[config.mk]
export PLATFORM = sky130hd
export DESIGN_NAME = ufc_flow_cfg
export DESIGN_NICKNAME = d
export VERILOG_FILES = /design/src/shared/ufc_pkg.sv /design/src/verilog/ufc_flow_cfg.sv
export SDC_FILE = /design/constraint.sdc
export NUM_CORES = 1
export LEC_CHECK = 0
export BUFFER_PORTS_ARGS = -buffer_cell sky130_fd_sc_hd__clkbuf_2
export CAP_MARGIN = 10
export CELL_PAD_IN_SITES_DETAIL_PLACEMENT = 1
export CELL_PAD_IN_SITES_GLOBAL_PLACEMENT = 1
export CORE_UTILIZATION = 40
export DETAILED_ROUTE_END_ITERATION = 6
export PLACE_DENSITY = 0.87
export SETUP_SLACK_MARGIN = 0.5
export SLEW_MARGIN = 20
export SYNTH_ARGS = -nofsm -noshare
export SYNTH_HDL_FRONTEND = slang
export SYNTH_SLANG_ARGS = --single-unit
[constraint.sdc]
create_clock -name i_clk -period 3.2 [get_ports i_clk]
set_input_delay 0.32 -clock i_clk [delete_from_list [all_inputs] [get_ports i_clk]]
set_output_delay 0.32 -clock i_clk [all_outputs]
set_load 0.03 [all_outputs]
[src/shared/ufc_pkg.sv]
// Package: register map, field positions and carrier types of the UART flow/level config block
`default_nettype none
package ufc_pkg;
  // ************************************************************
  // Register byte addresses (one aligned word each)
  // ************************************************************
  localparam int unsigned ADDR_W = 8;
  localparam logic [7:0] OFF_ENH_FEAT = 8'h00;
  localparam logic [7:0] OFF_DIV_LOW = 8'h04;
  localparam logic [7:0] OFF_DIV_HIGH = 8'h08;
  localparam logic [7:0] OFF_FLOW_THR = 8'h0c;
  localparam logic [7:0] OFF_TRIG_LVL = 8'h10;
  localparam logic [7:0] OFF_TX_SPACE = 8'h14;
  localparam logic [7:0] OFF_RX_FILL = 8'h18;
  localparam logic [7:0] OFF_INT_EN = 8'h1c;
  localparam logic [7:0] OFF_FIFO_CTL = 8'h20;
  localparam logic [7:0] OFF_MODEM_CTL = 8'h24;
  localparam logic [7:0] OFF_SECOND_XOFF_CHAR = 8'h28;
  localparam logic [7:0] OFF_IRQ_STAT = 8'h2c;
  localparam logic [7:0] OFF_IRQ_MASK = 8'h30;
  localparam logic [7:0] OFF_INT_ID = 8'h34;

  // ************************************************************
  // Field positions and masks
  // ************************************************************
  localparam int unsigned EFC_CTS_EN = 7;
  localparam int unsigned EFC_RTS_EN = 6;
  localparam int unsigned EFC_SPEC_EN = 5;
  localparam int unsigned EFC_ENH_EN = 4;
  localparam int unsigned IER_SLEEP = 4;
  localparam int unsigned MCR_THR_SEL = 2;
  localparam int unsigned MCR_RTS_FORCE = 1;
  localparam int unsigned IID_SPEC = 4;
  localparam int unsigned IID_NONE = 0;
  localparam int unsigned NIB_W = 4;
  localparam int unsigned NIB_LO = 0;
  localparam int unsigned NIB_HI = 4;
  localparam int unsigned FCR_RX_SEL = 6;
  localparam int unsigned FCR_TX_SEL = 4;
  localparam int unsigned LVL_W = 7;
  localparam int unsigned LVL_STEP_SH = 2;
  localparam logic [7:0] IER_GATED = 8'hf0;
  localparam logic [7:0] FCR_GATED = 8'h30;
  localparam logic [7:0] MCR_GATED = 8'he4;
  localparam logic [7:0] REG_RST = 8'h00;
  localparam logic [6:0] FIFO_DEPTH = 7'h40;

  // Fallback trigger levels chosen by the FIFO control selector fields
  localparam logic [6:0] RX_SEL_LVL0 = 7'h08;
  localparam logic [6:0] RX_SEL_LVL1 = 7'h10;
  localparam logic [6:0] RX_SEL_LVL2 = 7'h38;
  localparam logic [6:0] RX_SEL_LVL3 = 7'h3c;
  localparam logic [6:0] TX_SEL_LVL0 = 7'h08;
  localparam logic [6:0] TX_SEL_LVL1 = 7'h10;
  localparam logic [6:0] TX_SEL_LVL2 = 7'h20;
  localparam logic [6:0] TX_SEL_LVL3 = 7'h38;

  // Sticky interrupt status bits
  localparam int unsigned IRQ_W = 4;
  localparam int unsigned IRQ_SPEC = 0;
  localparam int unsigned IRQ_RX_TRIG = 1;
  localparam int unsigned IRQ_TX_TRIG = 2;
  localparam int unsigned IRQ_RTS_HALT = 3;

  localparam logic [1:0] RESP_OKAY = 2'h0;
  localparam logic [1:0] RESP_SLVERR = 2'h2;

  // ************************************************************
  // Carrier types
  // ************************************************************
  typedef struct packed {
    logic valid;
    logic [7:0] data;
  } ufc_rx_char_t;

  typedef struct packed {
    logic [6:0] rx_level;
    logic [6:0] tx_level;
  } ufc_trig_t;

  // Keep gated bits unless the enhanced enable is set
  function automatic logic [7:0] gated_merge(input logic [7:0] old_v, input logic [7:0] new_v,
                                             input logic [7:0] gmask, input logic enh);
    gated_merge = (new_v & ~gmask) | ((enh ? new_v : old_v) & gmask);
  endfunction
endpackage
`default_nettype wire

[src/verilog/ufc_flow_cfg.sv]
// UART flow-control, divisor and FIFO-level configuration block with AXI4-Lite register access
//
// The register addresses and the AXI4-Lite register port were chosen for this implementation.
`default_nettype none
module ufc_flow_cfg (
  input wire logic i_clk, // System clock, 20 MHz
  input wire logic i_sys_rst, // Synchronous reset, active high
  input wire logic [7:0] i_awaddr, // AXI write address
  input wire logic i_awvalid, // AXI write address valid
  output logic o_awready, // AXI write address ready
  input wire logic [31:0] i_wdata, // AXI write data
  input wire logic [3:0] i_wstrb, // AXI write strobes
  input wire logic i_wvalid, // AXI write data valid
  output logic o_wready, // AXI write data ready
  output logic [1:0] o_bresp, // AXI write response
  output logic o_bvalid, // AXI write response valid
  input wire logic i_bready, // AXI write response ready
  input wire logic [7:0] i_araddr, // AXI read address
  input wire logic i_arvalid, // AXI read address valid
  output logic o_arready, // AXI read address ready
  output logic [31:0] o_rdata, // AXI read data
  output logic [1:0] o_rresp, // AXI read response
  output logic o_rvalid, // AXI read data valid
  input wire logic i_rready, // AXI read data ready
  input wire logic i_cts_n, // CTS pin, asynchronous
  input wire ufc_pkg::ufc_rx_char_t i_rx_char, // Character from receive engine
  input wire logic [6:0] i_tx_fifo_count, // Characters held in transmit FIFO
  input wire logic [6:0] i_rx_fifo_count, // Characters held in receive FIFO
  output ufc_pkg::ufc_rx_char_t o_rx_store, // Character to push into receive FIFO
  output logic o_tx_allow, // Transmitter may start a character
  output logic o_rts_n, // RTS pin level
  output logic [3:0] o_sw_flow_sel, // Software flow combination select
  output logic [15:0] o_baud_divisor, // Divisor for baud generator
  output ufc_pkg::ufc_trig_t o_trig, // Effective interrupt trigger levels
  output logic o_irq // Level interrupt, high while unmasked status set
);
  // ************************************************************
  // Registers
  // ************************************************************
  logic [7:0] efc_r, div_lo_r, div_hi_r, thr_r, trg_r, ier_r, fcr_r, mcr_r, second_xoff_char_r;
  logic [ufc_pkg::IRQ_W-1:0] stat_r, mask_r;
  logic cts_m_r, cts_s_r;
  logic rts_halt_r, tx_allow_r, rts_n_r;
  logic rx_hit_r, tx_hit_r;
  ufc_pkg::ufc_rx_char_t rx_store_r;
  ufc_pkg::ufc_trig_t trig_r;
  logic [7:0] aw_addr_r, ar_addr_r;
  logic [7:0] w_data_r;
  logic w_strb_r, aw_held_r, w_held_r, bvalid_r, rvalid_r;
  logic [1:0] bresp_r, rresp_r;
  logic [31:0] rdata_r;

  // ************************************************************
  // Write decode
  // ************************************************************
  wire enh_en = efc_r[ufc_pkg::EFC_ENH_EN];
  wire thr_sel = enh_en & mcr_r[ufc_pkg::MCR_THR_SEL];
  wire wr_go = aw_held_r & w_held_r & ~bvalid_r;
  wire wr_en = wr_go & w_strb_r;
  wire wr_efc = wr_en & (aw_addr_r == ufc_pkg::OFF_ENH_FEAT);
  wire div_open = ~ier_r[ufc_pkg::IER_SLEEP];
  wire wr_dlo = wr_en & (aw_addr_r == ufc_pkg::OFF_DIV_LOW) & div_open;
  wire wr_dhi = wr_en & (aw_addr_r == ufc_pkg::OFF_DIV_HIGH) & div_open;
  wire wr_thr = wr_en & (aw_addr_r == ufc_pkg::OFF_FLOW_THR) & thr_sel;
  wire wr_trg = wr_en & (aw_addr_r == ufc_pkg::OFF_TRIG_LVL) & thr_sel;
  wire wr_ier = wr_en & (aw_addr_r == ufc_pkg::OFF_INT_EN);
  wire wr_fcr = wr_en & (aw_addr_r == ufc_pkg::OFF_FIFO_CTL);
  wire wr_mcr = wr_en & (aw_addr_r == ufc_pkg::OFF_MODEM_CTL);
  wire wr_xof = wr_en & (aw_addr_r == ufc_pkg::OFF_SECOND_XOFF_CHAR);
  wire wr_sts = wr_en & (aw_addr_r == ufc_pkg::OFF_IRQ_STAT);
  wire wr_msk = wr_en & (aw_addr_r == ufc_pkg::OFF_IRQ_MASK);
  wire wr_map = (aw_addr_r <= ufc_pkg::OFF_INT_ID) & (aw_addr_r[1:0] == 2'h0);
  wire [7:0] ier_nxt = ufc_pkg::gated_merge(ier_r, w_data_r, ufc_pkg::IER_GATED, enh_en);
  wire [7:0] fcr_nxt = ufc_pkg::gated_merge(fcr_r, w_data_r, ufc_pkg::FCR_GATED, enh_en);
  wire [7:0] mcr_nxt = ufc_pkg::gated_merge(mcr_r, w_data_r, ufc_pkg::MCR_GATED, enh_en);

  // ************************************************************
  // Levels, thresholds and events
  // ************************************************************
  wire [6:0] tx_space = ufc_pkg::FIFO_DEPTH - i_tx_fifo_count;
  wire [3:0] halt_nib = thr_r[ufc_pkg::NIB_LO +: ufc_pkg::NIB_W];
  wire [3:0] resume_nib = thr_r[ufc_pkg::NIB_HI +: ufc_pkg::NIB_W];
  wire [6:0] halt_lvl = {1'b0, halt_nib, 2'h0};
  wire [6:0] resume_lvl = {1'b0, resume_nib, 2'h0};
  wire [3:0] trg_rx_nib = trg_r[ufc_pkg::NIB_HI +: ufc_pkg::NIB_W];
  wire [3:0] trg_tx_nib = trg_r[ufc_pkg::NIB_LO +: ufc_pkg::NIB_W];
  wire [1:0] fcr_rx_sel = fcr_r[ufc_pkg::FCR_RX_SEL +: 2];
  wire [1:0] fcr_tx_sel = fcr_r[ufc_pkg::FCR_TX_SEL +: 2];
  wire [6:0] rx_fcr_lvl = (fcr_rx_sel == 2'h0) ? ufc_pkg::RX_SEL_LVL0 :
                          (fcr_rx_sel == 2'h1) ? ufc_pkg::RX_SEL_LVL1 :
                          (fcr_rx_sel == 2'h2) ? ufc_pkg::RX_SEL_LVL2 : ufc_pkg::RX_SEL_LVL3;
  wire [6:0] tx_fcr_lvl = (fcr_tx_sel == 2'h0) ? ufc_pkg::TX_SEL_LVL0 :
                          (fcr_tx_sel == 2'h1) ? ufc_pkg::TX_SEL_LVL1 :
                          (fcr_tx_sel == 2'h2) ? ufc_pkg::TX_SEL_LVL2 : ufc_pkg::TX_SEL_LVL3;
  wire [6:0] rx_trig = (trg_rx_nib != 4'h0) ? {1'b0, trg_rx_nib, 2'h0} : rx_fcr_lvl;
  wire [6:0] tx_trig = (trg_tx_nib != 4'h0) ? {1'b0, trg_tx_nib, 2'h0} : tx_fcr_lvl;
  wire rx_hit = i_rx_fifo_count >= trig_r.rx_level;
  wire tx_hit = tx_space >= trig_r.tx_level;
  // Halt/resume hysteresis; with a badly ordered pair halt wins wherever both levels are met, nothing checks it
  wire rts_set = efc_r[ufc_pkg::EFC_RTS_EN] & (i_rx_fifo_count >= halt_lvl);
  wire rts_clr = i_rx_fifo_count <= resume_lvl;
  wire rts_halt_nxt = ~efc_r[ufc_pkg::EFC_RTS_EN] ? 1'b0 : rts_set ? 1'b1 : rts_clr ? 1'b0 : rts_halt_r;
  wire rts_n_nxt = efc_r[ufc_pkg::EFC_RTS_EN] ? rts_halt_nxt : ~mcr_r[ufc_pkg::MCR_RTS_FORCE];
  wire tx_allow_nxt = ~(efc_r[ufc_pkg::EFC_CTS_EN] & cts_s_r);
  wire spec_hit = i_rx_char.valid & efc_r[ufc_pkg::EFC_SPEC_EN] & (i_rx_char.data == second_xoff_char_r);
  wire [ufc_pkg::IRQ_W-1:0] ev_set;
  assign ev_set[ufc_pkg::IRQ_SPEC] = spec_hit;
  assign ev_set[ufc_pkg::IRQ_RX_TRIG] = rx_hit & ~rx_hit_r;
  assign ev_set[ufc_pkg::IRQ_TX_TRIG] = tx_hit & ~tx_hit_r;
  assign ev_set[ufc_pkg::IRQ_RTS_HALT] = rts_halt_nxt & ~rts_halt_r;
  wire [ufc_pkg::IRQ_W-1:0] w1c = wr_sts ? w_data_r[ufc_pkg::IRQ_W-1:0] : '0;
  // Set beats clear so an event in the clearing cycle survives
  wire [ufc_pkg::IRQ_W-1:0] stat_nxt = ev_set | (stat_r & ~w1c);

  // ************************************************************
  // Read decode
  // ************************************************************
  wire [7:0] int_id = {2'h0, 1'b0, stat_r[ufc_pkg::IRQ_SPEC], 3'h0, ~o_irq};
  wire [7:0] rd_byte =
    (ar_addr_r == ufc_pkg::OFF_ENH_FEAT) ? efc_r :
    (ar_addr_r == ufc_pkg::OFF_DIV_LOW) ? div_lo_r :
    (ar_addr_r == ufc_pkg::OFF_DIV_HIGH) ? div_hi_r :
    (ar_addr_r == ufc_pkg::OFF_FLOW_THR) ? thr_r :
    (ar_addr_r == ufc_pkg::OFF_TRIG_LVL) ? trg_r :
    (ar_addr_r == ufc_pkg::OFF_TX_SPACE) ? {1'b0, tx_space} :
    (ar_addr_r == ufc_pkg::OFF_RX_FILL) ? {1'b0, i_rx_fifo_count} :
    (ar_addr_r == ufc_pkg::OFF_INT_EN) ? ier_r :
    (ar_addr_r == ufc_pkg::OFF_FIFO_CTL) ? fcr_r :
    (ar_addr_r == ufc_pkg::OFF_MODEM_CTL) ? mcr_r :
    (ar_addr_r == ufc_pkg::OFF_SECOND_XOFF_CHAR) ? second_xoff_char_r :
    (ar_addr_r == ufc_pkg::OFF_IRQ_STAT) ? {4'h0, stat_r} :
    (ar_addr_r == ufc_pkg::OFF_IRQ_MASK) ? {4'h0, mask_r} :
    (ar_addr_r == ufc_pkg::OFF_INT_ID) ? int_id : 8'h00;
  wire rd_map = (ar_addr_r <= ufc_pkg::OFF_INT_ID) & (ar_addr_r[1:0] == 2'h0);
  logic ar_held_r;
  wire rd_go = ar_held_r & ~rvalid_r;

  // ************************************************************
  // AXI4-Lite channel handshakes
  // ************************************************************
  assign o_awready = ~aw_held_r;
  assign o_wready = ~w_held_r;
  assign o_arready = ~ar_held_r;
  assign o_bvalid = bvalid_r;
  assign o_bresp = bresp_r;
  assign o_rvalid = rvalid_r;
  assign o_rresp = rresp_r;
  assign o_rdata = rdata_r;

  always_ff @(posedge i_clk) begin
    if (i_sys_rst) begin
      aw_held_r <= 1'b0;
      aw_addr_r <= ufc_pkg::REG_RST;
    end else if (i_awvalid && o_awready) begin
      aw_held_r <= 1'b1;
      aw_addr_r <= i_awaddr;
    end else if (wr_go) begin
      aw_held_r <= 1'b0;
    end
  end

  always_ff @(posedge i_clk) begin
    if (i_sys_rst) begin
      w_held_r <= 1'b0;
      w_data_r <= ufc_pkg::REG_RST;
      w_strb_r <= 1'b0;
    end else if (i_wvalid && o_wready) begin
      w_held_r <= 1'b1;
      w_data_r <= i_wdata[7:0];
      w_strb_r <= i_wstrb[0];
    end else if (wr_go) begin
      w_held_r <= 1'b0;
    end
  end

  always_ff @(posedge i_clk) begin
    if (i_sys_rst) begin
      bvalid_r <= 1'b0;
      bresp_r <= ufc_pkg::RESP_OKAY;
    end else if (wr_go) begin
      bvalid_r <= 1'b1;
      bresp_r <= wr_map ? ufc_pkg::RESP_OKAY : ufc_pkg::RESP_SLVERR;
    end else if (i_bready) begin
      bvalid_r <= 1'b0;
    end
  end

  always_ff @(posedge i_clk) begin
    if (i_sys_rst) begin
      ar_held_r <= 1'b0;
      ar_addr_r <= ufc_pkg::REG_RST;
    end else if (i_arvalid && o_arready) begin
      ar_held_r <= 1'b1;
      ar_addr_r <= i_araddr;
    end else if (rd_go) begin
      ar_held_r <= 1'b0;
    end
  end

  always_ff @(posedge i_clk) begin
    if (i_sys_rst) begin
      rvalid_r <= 1'b0;
      rresp_r <= ufc_pkg::RESP_OKAY;
      rdata_r <= '0;
    end else if (rd_go) begin
      rvalid_r <= 1'b1;
      rresp_r <= rd_map ? ufc_pkg::RESP_OKAY : ufc_pkg::RESP_SLVERR;
      rdata_r <= {24'h0, rd_byte};
    end else if (i_rready) begin
      rvalid_r <= 1'b0;
    end
  end

  // ************************************************************
  // Configuration registers
  // ************************************************************
  always_ff @(posedge i_clk) begin
    if (i_sys_rst) begin
      efc_r <= ufc_pkg::REG_RST;
      div_lo_r <= ufc_pkg::REG_RST;
      div_hi_r <= ufc_pkg::REG_RST;
      thr_r <= ufc_pkg::REG_RST;
      trg_r <= ufc_pkg::REG_RST;
    end else begin
      if (wr_efc) efc_r <= w_data_r;
      if (wr_dlo) div_lo_r <= w_data_r;
      if (wr_dhi) div_hi_r <= w_data_r;
      if (wr_thr) thr_r <= w_data_r;
      if (wr_trg) trg_r <= w_data_r;
    end
  end

  always_ff @(posedge i_clk) begin
    if (i_sys_rst) begin
      ier_r <= ufc_pkg::REG_RST;
      fcr_r <= ufc_pkg::REG_RST;
      mcr_r <= ufc_pkg::REG_RST;
      second_xoff_char_r <= ufc_pkg::REG_RST;
      mask_r <= '0;
    end else begin
      if (wr_ier) ier_r <= ier_nxt;
      if (wr_fcr) fcr_r <= fcr_nxt;
      if (wr_mcr) mcr_r <= mcr_nxt;
      if (wr_xof) second_xoff_char_r <= w_data_r;
      if (wr_msk) mask_r <= w_data_r[ufc_pkg::IRQ_W-1:0];
    end
  end

  // ************************************************************
  // Line side and status
  // ************************************************************
  // CTS pin is asynchronous; only the second stage is read
  always_ff @(posedge i_clk) begin
    if (i_sys_rst) begin
      cts_m_r <= 1'b1;
      cts_s_r <= 1'b1;
    end else begin
      cts_m_r <= i_cts_n;
      cts_s_r <= cts_m_r;
    end
  end

  always_ff @(posedge i_clk) begin
    if (i_sys_rst) begin
      tx_allow_r <= 1'b1;
      rts_halt_r <= 1'b0;
      rts_n_r <= 1'b1;
      rx_hit_r <= 1'b0;
      tx_hit_r <= 1'b0;
      stat_r <= '0;
      rx_store_r <= '0;
      trig_r <= '0;
    end else begin
      tx_allow_r <= tx_allow_nxt;
      rts_halt_r <= rts_halt_nxt;
      rts_n_r <= rts_n_nxt;
      rx_hit_r <= rx_hit;
      tx_hit_r <= tx_hit;
      stat_r <= stat_nxt;
      rx_store_r <= i_rx_char;
      trig_r <= '{rx_level: rx_trig, tx_level: tx_trig};
    end
  end

  assign o_tx_allow = tx_allow_r;
  assign o_rts_n = rts_n_r;
  assign o_rx_store = rx_store_r;
  assign o_trig = trig_r;
  assign o_sw_flow_sel = efc_r[ufc_pkg::NIB_LO +: ufc_pkg::NIB_W];
  assign o_baud_divisor = {div_hi_r, div_lo_r};
  assign o_irq = |(stat_r & mask_r);
endmodule // ufc_flow_cfg
`default_nettype wire

==> results of run 1 <==
-- sequential cells by signal, indices dropped and copies added, names as in the netlist, 8 cells and up, named ones only --
name                flops
o_rx_store              9
ar_addr_r               8
aw_addr_r               8
div_hi_r                8
div_lo_r                8
efc_r                   8
o_rdata                 8
o_trig                  8
second_xoff_char_r      8
thr_r                   8
trg_r                   8
w_data_r                8
-- layout by cell type, fill, tap and decap left out, types with 4 or more instances in the layout --
cell type	count
dfxtp_1	143
nor2_1	109
clkbuf_2	109
nand2_1	82
mux2i_1	73
a21oi_1	54
conb_1	32
nand3_1	28
inv_1	26
ha_1	20
nor2b_1	19
buf_4	19
clkbuf_16	17
nor3_1	16
o21ai_0	14
o22ai_1	9
o31ai_1	7
a22oi_1	7
nand2b_1	7
xnor2_1	6
or4_1	6
nand4_1	6
mux2_2	6
xor2_1	5
a21o_1	5
o41ai_1	5
a31oi_1	5
o32ai_1	5
o21a_1	5
a211oi_1	4
a221oi_1	4
o2111ai_1	4
-- critical path, cell delays in order (launching register included) --
cell and delay (ns):
dfxtp_1 0.64, or4b_4 0.57, nor2_2 0.42, a32o_1 0.24
o22ai_1 0.11, a311oi_1 0.36
-- metal layers --
layer / routed length (um) / up-vias / GRT usage [%]
met1: 10600 / 3326 / 35.2
li1: - / 3133 / -
met4: 797 / 0 / 11.8
met2: 12200 / 273 / 47.1
met3: 1550 / 62 / 5.67
met5: 0 / - / 0
-- logic make-up after synthesis --
group,count (synthesis),share of synthesized area [%]
compound gates,159,14.6
xor+xnor,11,1.32
fa+ha+maj,20,3.42
buf+inv,116,7.93
flops,144,39.4
mux,80,11.2
other cells,1,0.0512
simple gates,320,22.2
-- layout make-up --
class,instances,area [um^2],share of cell area [%]
Clock inverter,11,151,1.77
Timing Repair Buffer,128,688,8.04
Inverter,27,101,1.18
Multi-Input combinational cell,622,3980,46.5
Clock buffer,21,470,5.50
Sequential cell,144,2880,33.7
Tap cell,229,287,3.35
-- how the worst max path moves through the flow --
stage | from | end | slack [ns]
after global placement | ar_addr_r[4] | o_rdata[4] | 0.78
after CTS | ar_addr_r[3] | o_rdata[0] | 0.69
after floorplan | i_tx_fifo_count[3] | stat_r[2] | 1.14
after detailed placement | ar_addr_r[3] | o_rdata[0] | 0.74
after global routing | aw_held_r | div_lo_r[4] | 0.62
final | ar_addr_r[4] | o_rdata[6] | 0.73
-- power by group through the flow --
stage                     combinational [mW]  clock, mW  sequential (mW)
after floorplan                        0.380          0             1.93
after global placement                 0.504          0             1.96
after detailed placement               0.513          0             1.96
after CTS                              0.518       2.12             1.92
after global routing                   0.567       2.21             1.93
final                                  0.523       2.10             1.92
-- cell usage after synthesis (all sizes together), types with 4 or more instances --
cell / n
dfxtp: 144
nor2: 112
nand2: 82
mux2i: 73
a21oi: 54
buf: 45
clkbuf: 44
nand3: 30
inv: 26
ha: 20
nor2b: 19
nor3: 17
o21ai: 16
o22ai: 9
nor4: 8
a22oi: 7
nand2b: 7
o31ai: 7
or4: 7
mux2: 6
nand4: 6
xnor2: 6
a21o: 5
a31oi: 5
o21a: 5
o32ai: 5
o41ai: 5
or4b: 5
xor2: 5
a211oi: 4
a221oi: 4
nor4b: 4
o2111ai: 4
or2: 4
==> out/qor.txt, run 1 <==
WORST HOLD PATH
--------------------------------------------------------------------------------------------------------
Hold-critical path depth                                                                               2
Worst hold endpoint                                                                              cts_m_r
Hold Path Class                                                                                in -> reg
Startpoint of the tightest hold check path                                                       i_cts_n

FINAL LAYOUT
--------------------------------------------------------------------------------------------------------
Filler cells                                                                                        2170
Share of the core filled with cells in the final layout                                            47.6%
Layout cells sized above 1                                                                         20.0%
Final Cell Area                                                                                8560 um^2
Antenna Cells                                                                                          0
Final nets                                                                                          1043
Final standard cell count with taps included and fillers excluded                                   1182
Layout-stage area growth over the synthesis result                                                 16.9%

LOGIC SYNTHESIS
--------------------------------------------------------------------------------------------------------
Leading cell types by total area after synthesis                                            dfxtp_1 39%, mux2i_1 10%, nor2_1 5.6%, nand2_1 4.2%, a21oi_1 3.7%
Post-synth top flop                                                                              dfxtp_1
Share of synthesized flip-flops with an asynchronous set or reset                                     0%
Register area share after synthesis                                                                39.4%
Count of distinct cell types in the synthesized netlist                                               77
Mean post-synth cell area                                                                      8.61 um^2
Warning count from the yosys run                                                                       0
Yosys reg bits                                                                                       144
Area leader, netlist                                                                             dfxtp_1
Post-synth EDFFs                                                                                       0
Count of mapped cells out of synthesis                                                               851
Combined area of all synthesized cells                                                         7320 um^2
Top-area cell type share of the netlist area                                                       39.4%

DIE
--------------------------------------------------------------------------------------------------------
Core area                                                                                     18000 um^2
Die Span X                                                                                        137 um
Die area                                                                                      18900 um^2
Ports placed on the boundary                                                                         170
Number of cell rows                                                                                   49
Initial core utilization                                                                           40.8%
DIE HEIGHT                                                                                        137 um

ROUTING
--------------------------------------------------------------------------------------------------------
Via-to-Cell Ratio                                                                                   5.75
Remaining design rule violation count                                                                  0
Drt initial violations                                                                               492
Vias                                                                                                6794
Number of routed nets with antenna violations                                                          0
Post-Route WL                                                                                   25200 um
First-pass iteration count of the detailed router                                                      5
Detailed-route wire length per cell                                                              21.3 um

POWER
--------------------------------------------------------------------------------------------------------
Internal power of the cells                                                                      3.30 mW
Largest voltage drop on the vdd net                                                               400 uV
Clock power share                                                                                  46.2%
Register share of total power                                                                      42.3%
Static Leak                                                                                      3.71 nW
P per Cell Area                                                                              531 nW/um^2
Relative contribution of combinational cells to total power                                        11.5%
Switching power                                                                                  1.24 mW
Design Power                                                                                     4.54 mW
Fraction of power spent switching nets                                                             27.3%

CLOCK TREE
--------------------------------------------------------------------------------------------------------
Resized cells post-CTS                                                                                 0
Count of hold-fix buffers inserted at cts                                                              0
Worst-case clock buffer depth                                                                          2
H-tree Lvls                                                                                            4
Post-CTS clock slew at the launch and capture registers of the worst setup and hold paths        0.06 ns
Root Driver                                                                                    clkbuf_16
Clock buffers created by TritonCTS                                                                    17
Worst-Skew Late Latency                                                                          0.44 ns
TritonCTS clock tree                                                                                done
Buffers inserted during post-CTS setup optimization                                                    0
Clock Sinks                                                                                          144

PLACE
--------------------------------------------------------------------------------------------------------
Pre-CTS setup slack                                                                             0.737 ns
Post-DP HPWL                                                                                    18200 um
Placement-stage cell area                                                                      7940 um^2
Count of buffers inserted at the top-level ports                                                     110
Final weighted congestion of routability-driven global placement                                   0.954
Placed instance count                                                                               1150

CRITICAL PATH
--------------------------------------------------------------------------------------------------------
Req. time, crit path                                                                             3.53 ns
Worst reg2reg endpoint                                                                        o_rdata[6]
Type of the worst setup path                                                                  reg -> reg
Worst Reg-to-Reg Cells                                                                                 5
Critical path endpoint category                                                                flip-flop
RR Startpoint                                                                               ar_addr_r[4]
Critical path fanouts, max                                                                            15
Sort of element at the start of the critical path                                              flip-flop
Slack of the worst reg-to-reg path                                                               0.73 ns
WP data arrival                                                                                  2.79 ns

JOB
--------------------------------------------------------------------------------------------------------
Max-Cap Viols                                                                                          0

STA
--------------------------------------------------------------------------------------------------------
Highest attainable clock frequency                                                               405 MHz
Worst clock skew on the final layout                                                           0.0140 ns
WHS                                                                                            0.0661 ns
Final setup violation count                                                                            0
Accumulated negative setup slack                                                                    0 ns
Final critical-path share of the clock period                                                      77.1%
Endpoints failing hold                                                                                 0
Tmin final                                                                                       2.47 ns
Least-Margin Pin Slew                                                                           0.977 ns
Pins over their slew limit                                                                             0
Relative slew margins                                                                              34.7%
RSZ-0062 raised after global routing                                                               false
Worst path setup slack after routing                                                            0.733 ns

GRT
--------------------------------------------------------------------------------------------------------
Antenna violations before repair                                                                       0
GR Overflow Total                                                                                      0
Global-route usage over all layers                                                                 28.2%
Pin count of the biggest net entering global routing                                                  96
First-pass GRT wire length                                                                      39200 um
Number of global-route vias before repair                                                           6794

RUN STATUS
--------------------------------------------------------------------------------------------------------
Run status                                                                                  complete, no violations

Note: power is estimated with default switching activity, not from simulation.
==> run 2, diff against run 1 <==
- ABC_AREA: unset -> 1
- CORE_UTILIZATION: 40 -> 34
- PLACE_DENSITY: 0.87 -> 0.82
- clock period: 3.2 -> 2.07 ns (I/O delays scaled with it)
==> out/qor.txt, run 2 <==
RUN STATUS
--------------------------------------------------------------------------------------------------------
Run status                                                                                  finished, violations left
Failing checks                                                                               hold timing

CRITICAL PATH
--------------------------------------------------------------------------------------------------------
Req. time, crit path                                                                             2.40 ns
Cell with the largest stage delay on the worst path                                              dfxtp_4
Type of the worst setup path                                                                  reg -> reg
WP data arrival                                                                                  2.30 ns
Sort of element at the start of the critical path                                              flip-flop
Critical path endpoint category                                                                flip-flop
Cell-by-cell listing of the critical path                                                   inv_4 > nand2_2 > nor2_2 > nand2_4 > inv_6 > buf_4 > nand2_1 > nand3_2 > o22ai_1 > nand2_1 > nor2_1 > nand4_1 > nand2_1 > nand2_1
Most common cell on crit path                                                                    nand2_1
Critical path fanouts, max                                                                             7
Longest individual stage delay on the worst path                                                 0.41 ns

DIE
--------------------------------------------------------------------------------------------------------
DIE HEIGHT                                                                                        143 um
Number of cell rows                                                                                   51
Ports placed on the boundary                                                                         170
Core area                                                                                     19500 um^2
Die area                                                                                      20600 um^2
Die Span X                                                                                        143 um
Initial core utilization                                                                           34.8%

FINAL LAYOUT
--------------------------------------------------------------------------------------------------------
Final Cell Area                                                                                9950 um^2
Filler cells                                                                                        2332
Antenna Cells                                                                                          0
Flip-flop count of the largest register after layout                                                   9
Commonest cells after routing, fill and taps aside                                          125 x dfxtp_1, 110 x clkbuf_2, 96 x nand2_1
Layout cells sized above 1                                                                         43.1%
Layout-stage area growth over the synthesis result                                                 46.3%
FF/Latch Area                                                                                  2920 um^2
Final nets                                                                                          1203
Most common library cell in the layout ignoring fill and taps                                    dfxtp_1
Area used by multi-input combinational logic                                                   4110 um^2

STA
--------------------------------------------------------------------------------------------------------
WHS                                                                                          -0.00313 ns
Endpoints failing hold                                                                                 2
Worst path setup slack after routing                                                           0.0991 ns
Worst clock skew on the final layout                                                           0.0134 ns
RSZ-0062 raised after global routing                                                                true
Relative slew margins                                                                              37.6%
Accumulated negative setup slack                                                                    0 ns
Tmin final                                                                                       1.97 ns
Least-Margin Pin Slew                                                                           0.932 ns
Final setup violation count                                                                            0
Highest attainable clock frequency                                                               507 MHz
Final critical-path share of the clock period                                                      95.2%
Pins over their slew limit                                                                             0

PLACE
--------------------------------------------------------------------------------------------------------
Final weighted congestion of routability-driven global placement                                   0.907
Post-DP HPWL                                                                                    15800 um
Pre-CTS setup slack                                                                            0.0696 ns
Placement-stage cell area                                                                      7510 um^2
Count of buffers inserted at the top-level ports                                                     110

LOGIC SYNTHESIS
--------------------------------------------------------------------------------------------------------
Top-area cell type share of the netlist area                                                       42.4%
Leading cell types by total area after synthesis                                            dfxtp_1 42%, a21oi_1 9.6%, o21ai_0 8.5%, nand2_1 7.0%, inv_1 6.3%
Register area share after synthesis                                                                42.4%
Top cells by instance count after synthesis                                                 144 x dfxtp_1, 130 x a21oi_1, 127 x nand2_1, 116 x o21ai_0, 115 x inv_1
Count of mapped cells out of synthesis                                                               917
Combined area of all synthesized cells                                                         6800 um^2
Post-synth EDFFs                                                                                       0
Yosys reg bits                                                                                       144
Warning count from the yosys run                                                                       0
Area leader, netlist                                                                             dfxtp_1
Most used standard cell by instance count after synthesis                                        dfxtp_1
Post-synth top flop                                                                              dfxtp_1
Share of synthesized flip-flops with an asynchronous set or reset                                     0%
Mean post-synth cell area                                                                      7.41 um^2
Count of distinct cell types in the synthesized netlist                                               41

POWER
--------------------------------------------------------------------------------------------------------
Clock power share                                                                                  45.1%
Design Power                                                                                     7.28 mW
Register share of total power                                                                      40.2%
Largest voltage drop on the vdd net                                                               583 uV
Internal power of the cells                                                                      5.16 mW
P per Cell Area                                                                              732 nW/um^2
Relative contribution of combinational cells to total power                                        14.7%
Switching power                                                                                  2.12 mW
Static Leak                                                                                      4.30 nW
Fraction of power spent switching nets                                                             29.2%

GRT
--------------------------------------------------------------------------------------------------------
Global-route usage over all layers                                                                 23.8%
GR Overflow Total                                                                                      0
Number of global-route vias before repair                                                           7071
Pin count of the biggest net entering global routing                                                 101
First-pass GRT wire length                                                                      37200 um
Antenna violations before repair                                                                       0

ROUTING
--------------------------------------------------------------------------------------------------------
Detailed-route wire length per cell                                                              22.5 um
Vias                                                                                                7548
Remaining design rule violation count                                                                  0
Post-Route WL                                                                                   31000 um
Number of routed nets with antenna violations                                                          0
Via-to-Cell Ratio                                                                                   5.48
Drt initial violations                                                                               617
First-pass iteration count of the detailed router                                                      6

CLOCK TREE
--------------------------------------------------------------------------------------------------------
Post-CTS clock slew at the launch and capture registers of the worst setup and hold paths        0.06 ns
H-tree Lvls                                                                                            4
Clock Sinks                                                                                          144
Worst-case clock buffer depth                                                                          2
Root Driver                                                                                    clkbuf_16
Worst-Skew Late Latency                                                                          0.44 ns
Clock buffers created by TritonCTS                                                                    17
TritonCTS clock tree                                                                                done

WORST HOLD PATH
--------------------------------------------------------------------------------------------------------
Hold Path Class                                                                                in -> reg

JOB
--------------------------------------------------------------------------------------------------------
Max-Cap Viols                                                                                          0

-- run 2: cell count changes in the layout (fill, tap and decap cells not counted), sizes merged, moves of 22 or more --
cell,delta
nand2,+49
a21oi,+76
inv,+94
buf,+61
o21ai,+100
mux2i,-73
nor2,-22
-- run 2: path summary, 6_finish.rpt --
kind	depth (start not counted)	from	slack (ns)	to
worst min register to register	1	cts_s_r	0.41	o_tx_allow
worst max-delay path	14	ar_addr_r[3]	0.1	o_rdata[5]
worst max register to register	14	ar_addr_r[3]	0.1	o_rdata[5]
worst min-delay path	3	i_rx_char[8]	-0.003	o_rx_store[8]
-- run 2: kinds of logic after synthesis --
group | Yosys count | synth area share [%]
buf+inv | 190 | 13.0
compound gates | 271 | 21.0
simple gates | 285 | 19.1
flops | 144 | 42.4
xor+xnor | 6 | 0.773
other cells | 1 | 0.0552
fa+ha+maj | 20 | 3.68
-- run 2: layout make-up --
cell class                 count  area share, %
clock buffer                  21           4.63
timing repair buffer         199           14.7
multi-input combinational    614           41.3
tap                          265           3.33
sequential                   144           29.4
inverter                     124           5.08
clock inverter                11           1.53
-- run 2: critical path: cells and delay by family, from the launching register on --
kind / cells / cell delay, ns
AND/OR/NAND/NOR: 10 / 0.98
flip-flops: 1 / 0.41
buffers and inverters: 3 / 0.25
AO/OA/AOI/OAI: 1 / 0.22
-- run 2: layer usage --
metal | wire length, um | global-route usage [%] | up-vias
met2 | 15300 | 41.1 | 416
met1 | 11800 | 28.2 | 3663
li1 | - | - | 3325
met3 | 1980 | 5.06 | 144
met5 | 0 | 0 | -
met4 | 1930 | 10.9 | 0
-- run 2: power groups by stage --
stage,Combinational [mW],Sequential (mW),Clock (mW)
6_report,1.07,2.93,3.28
5_1_grt,1.13,2.93,3.41
4_1_cts,0.889,2.91,3.26
3_5_place_dp,0.754,2.96,0
3_3_place_gp,0.734,2.96,0
2_1_floorplan,0.496,3.00,0
-- run 2: through the flow --
stage / utilization, % / hold WS (ns) / instances
final: 50.9 / -0.00313 / 1378
after global routing: 50.9 / 0.0165 / 1378
after CTS: 45.3 / 0.000910 / 1344
after detailed placement: 38.5 / 0.393 / 1273
after global placement: 38.5 / 0.390 / 1273
after floorplan: - / 0.311 / 948
-- run 2: timing repair --
action / in CTS / in global routing
hold buffers: 7 / 0
setup buffers: 30 / 30
cloned: 2 / 4
pin swaps: 48 / 87
endpoints found under the setup margin: 86 / 88
hold endpoints to repair: 7 / 0
gates resized for setup: 130 / 284
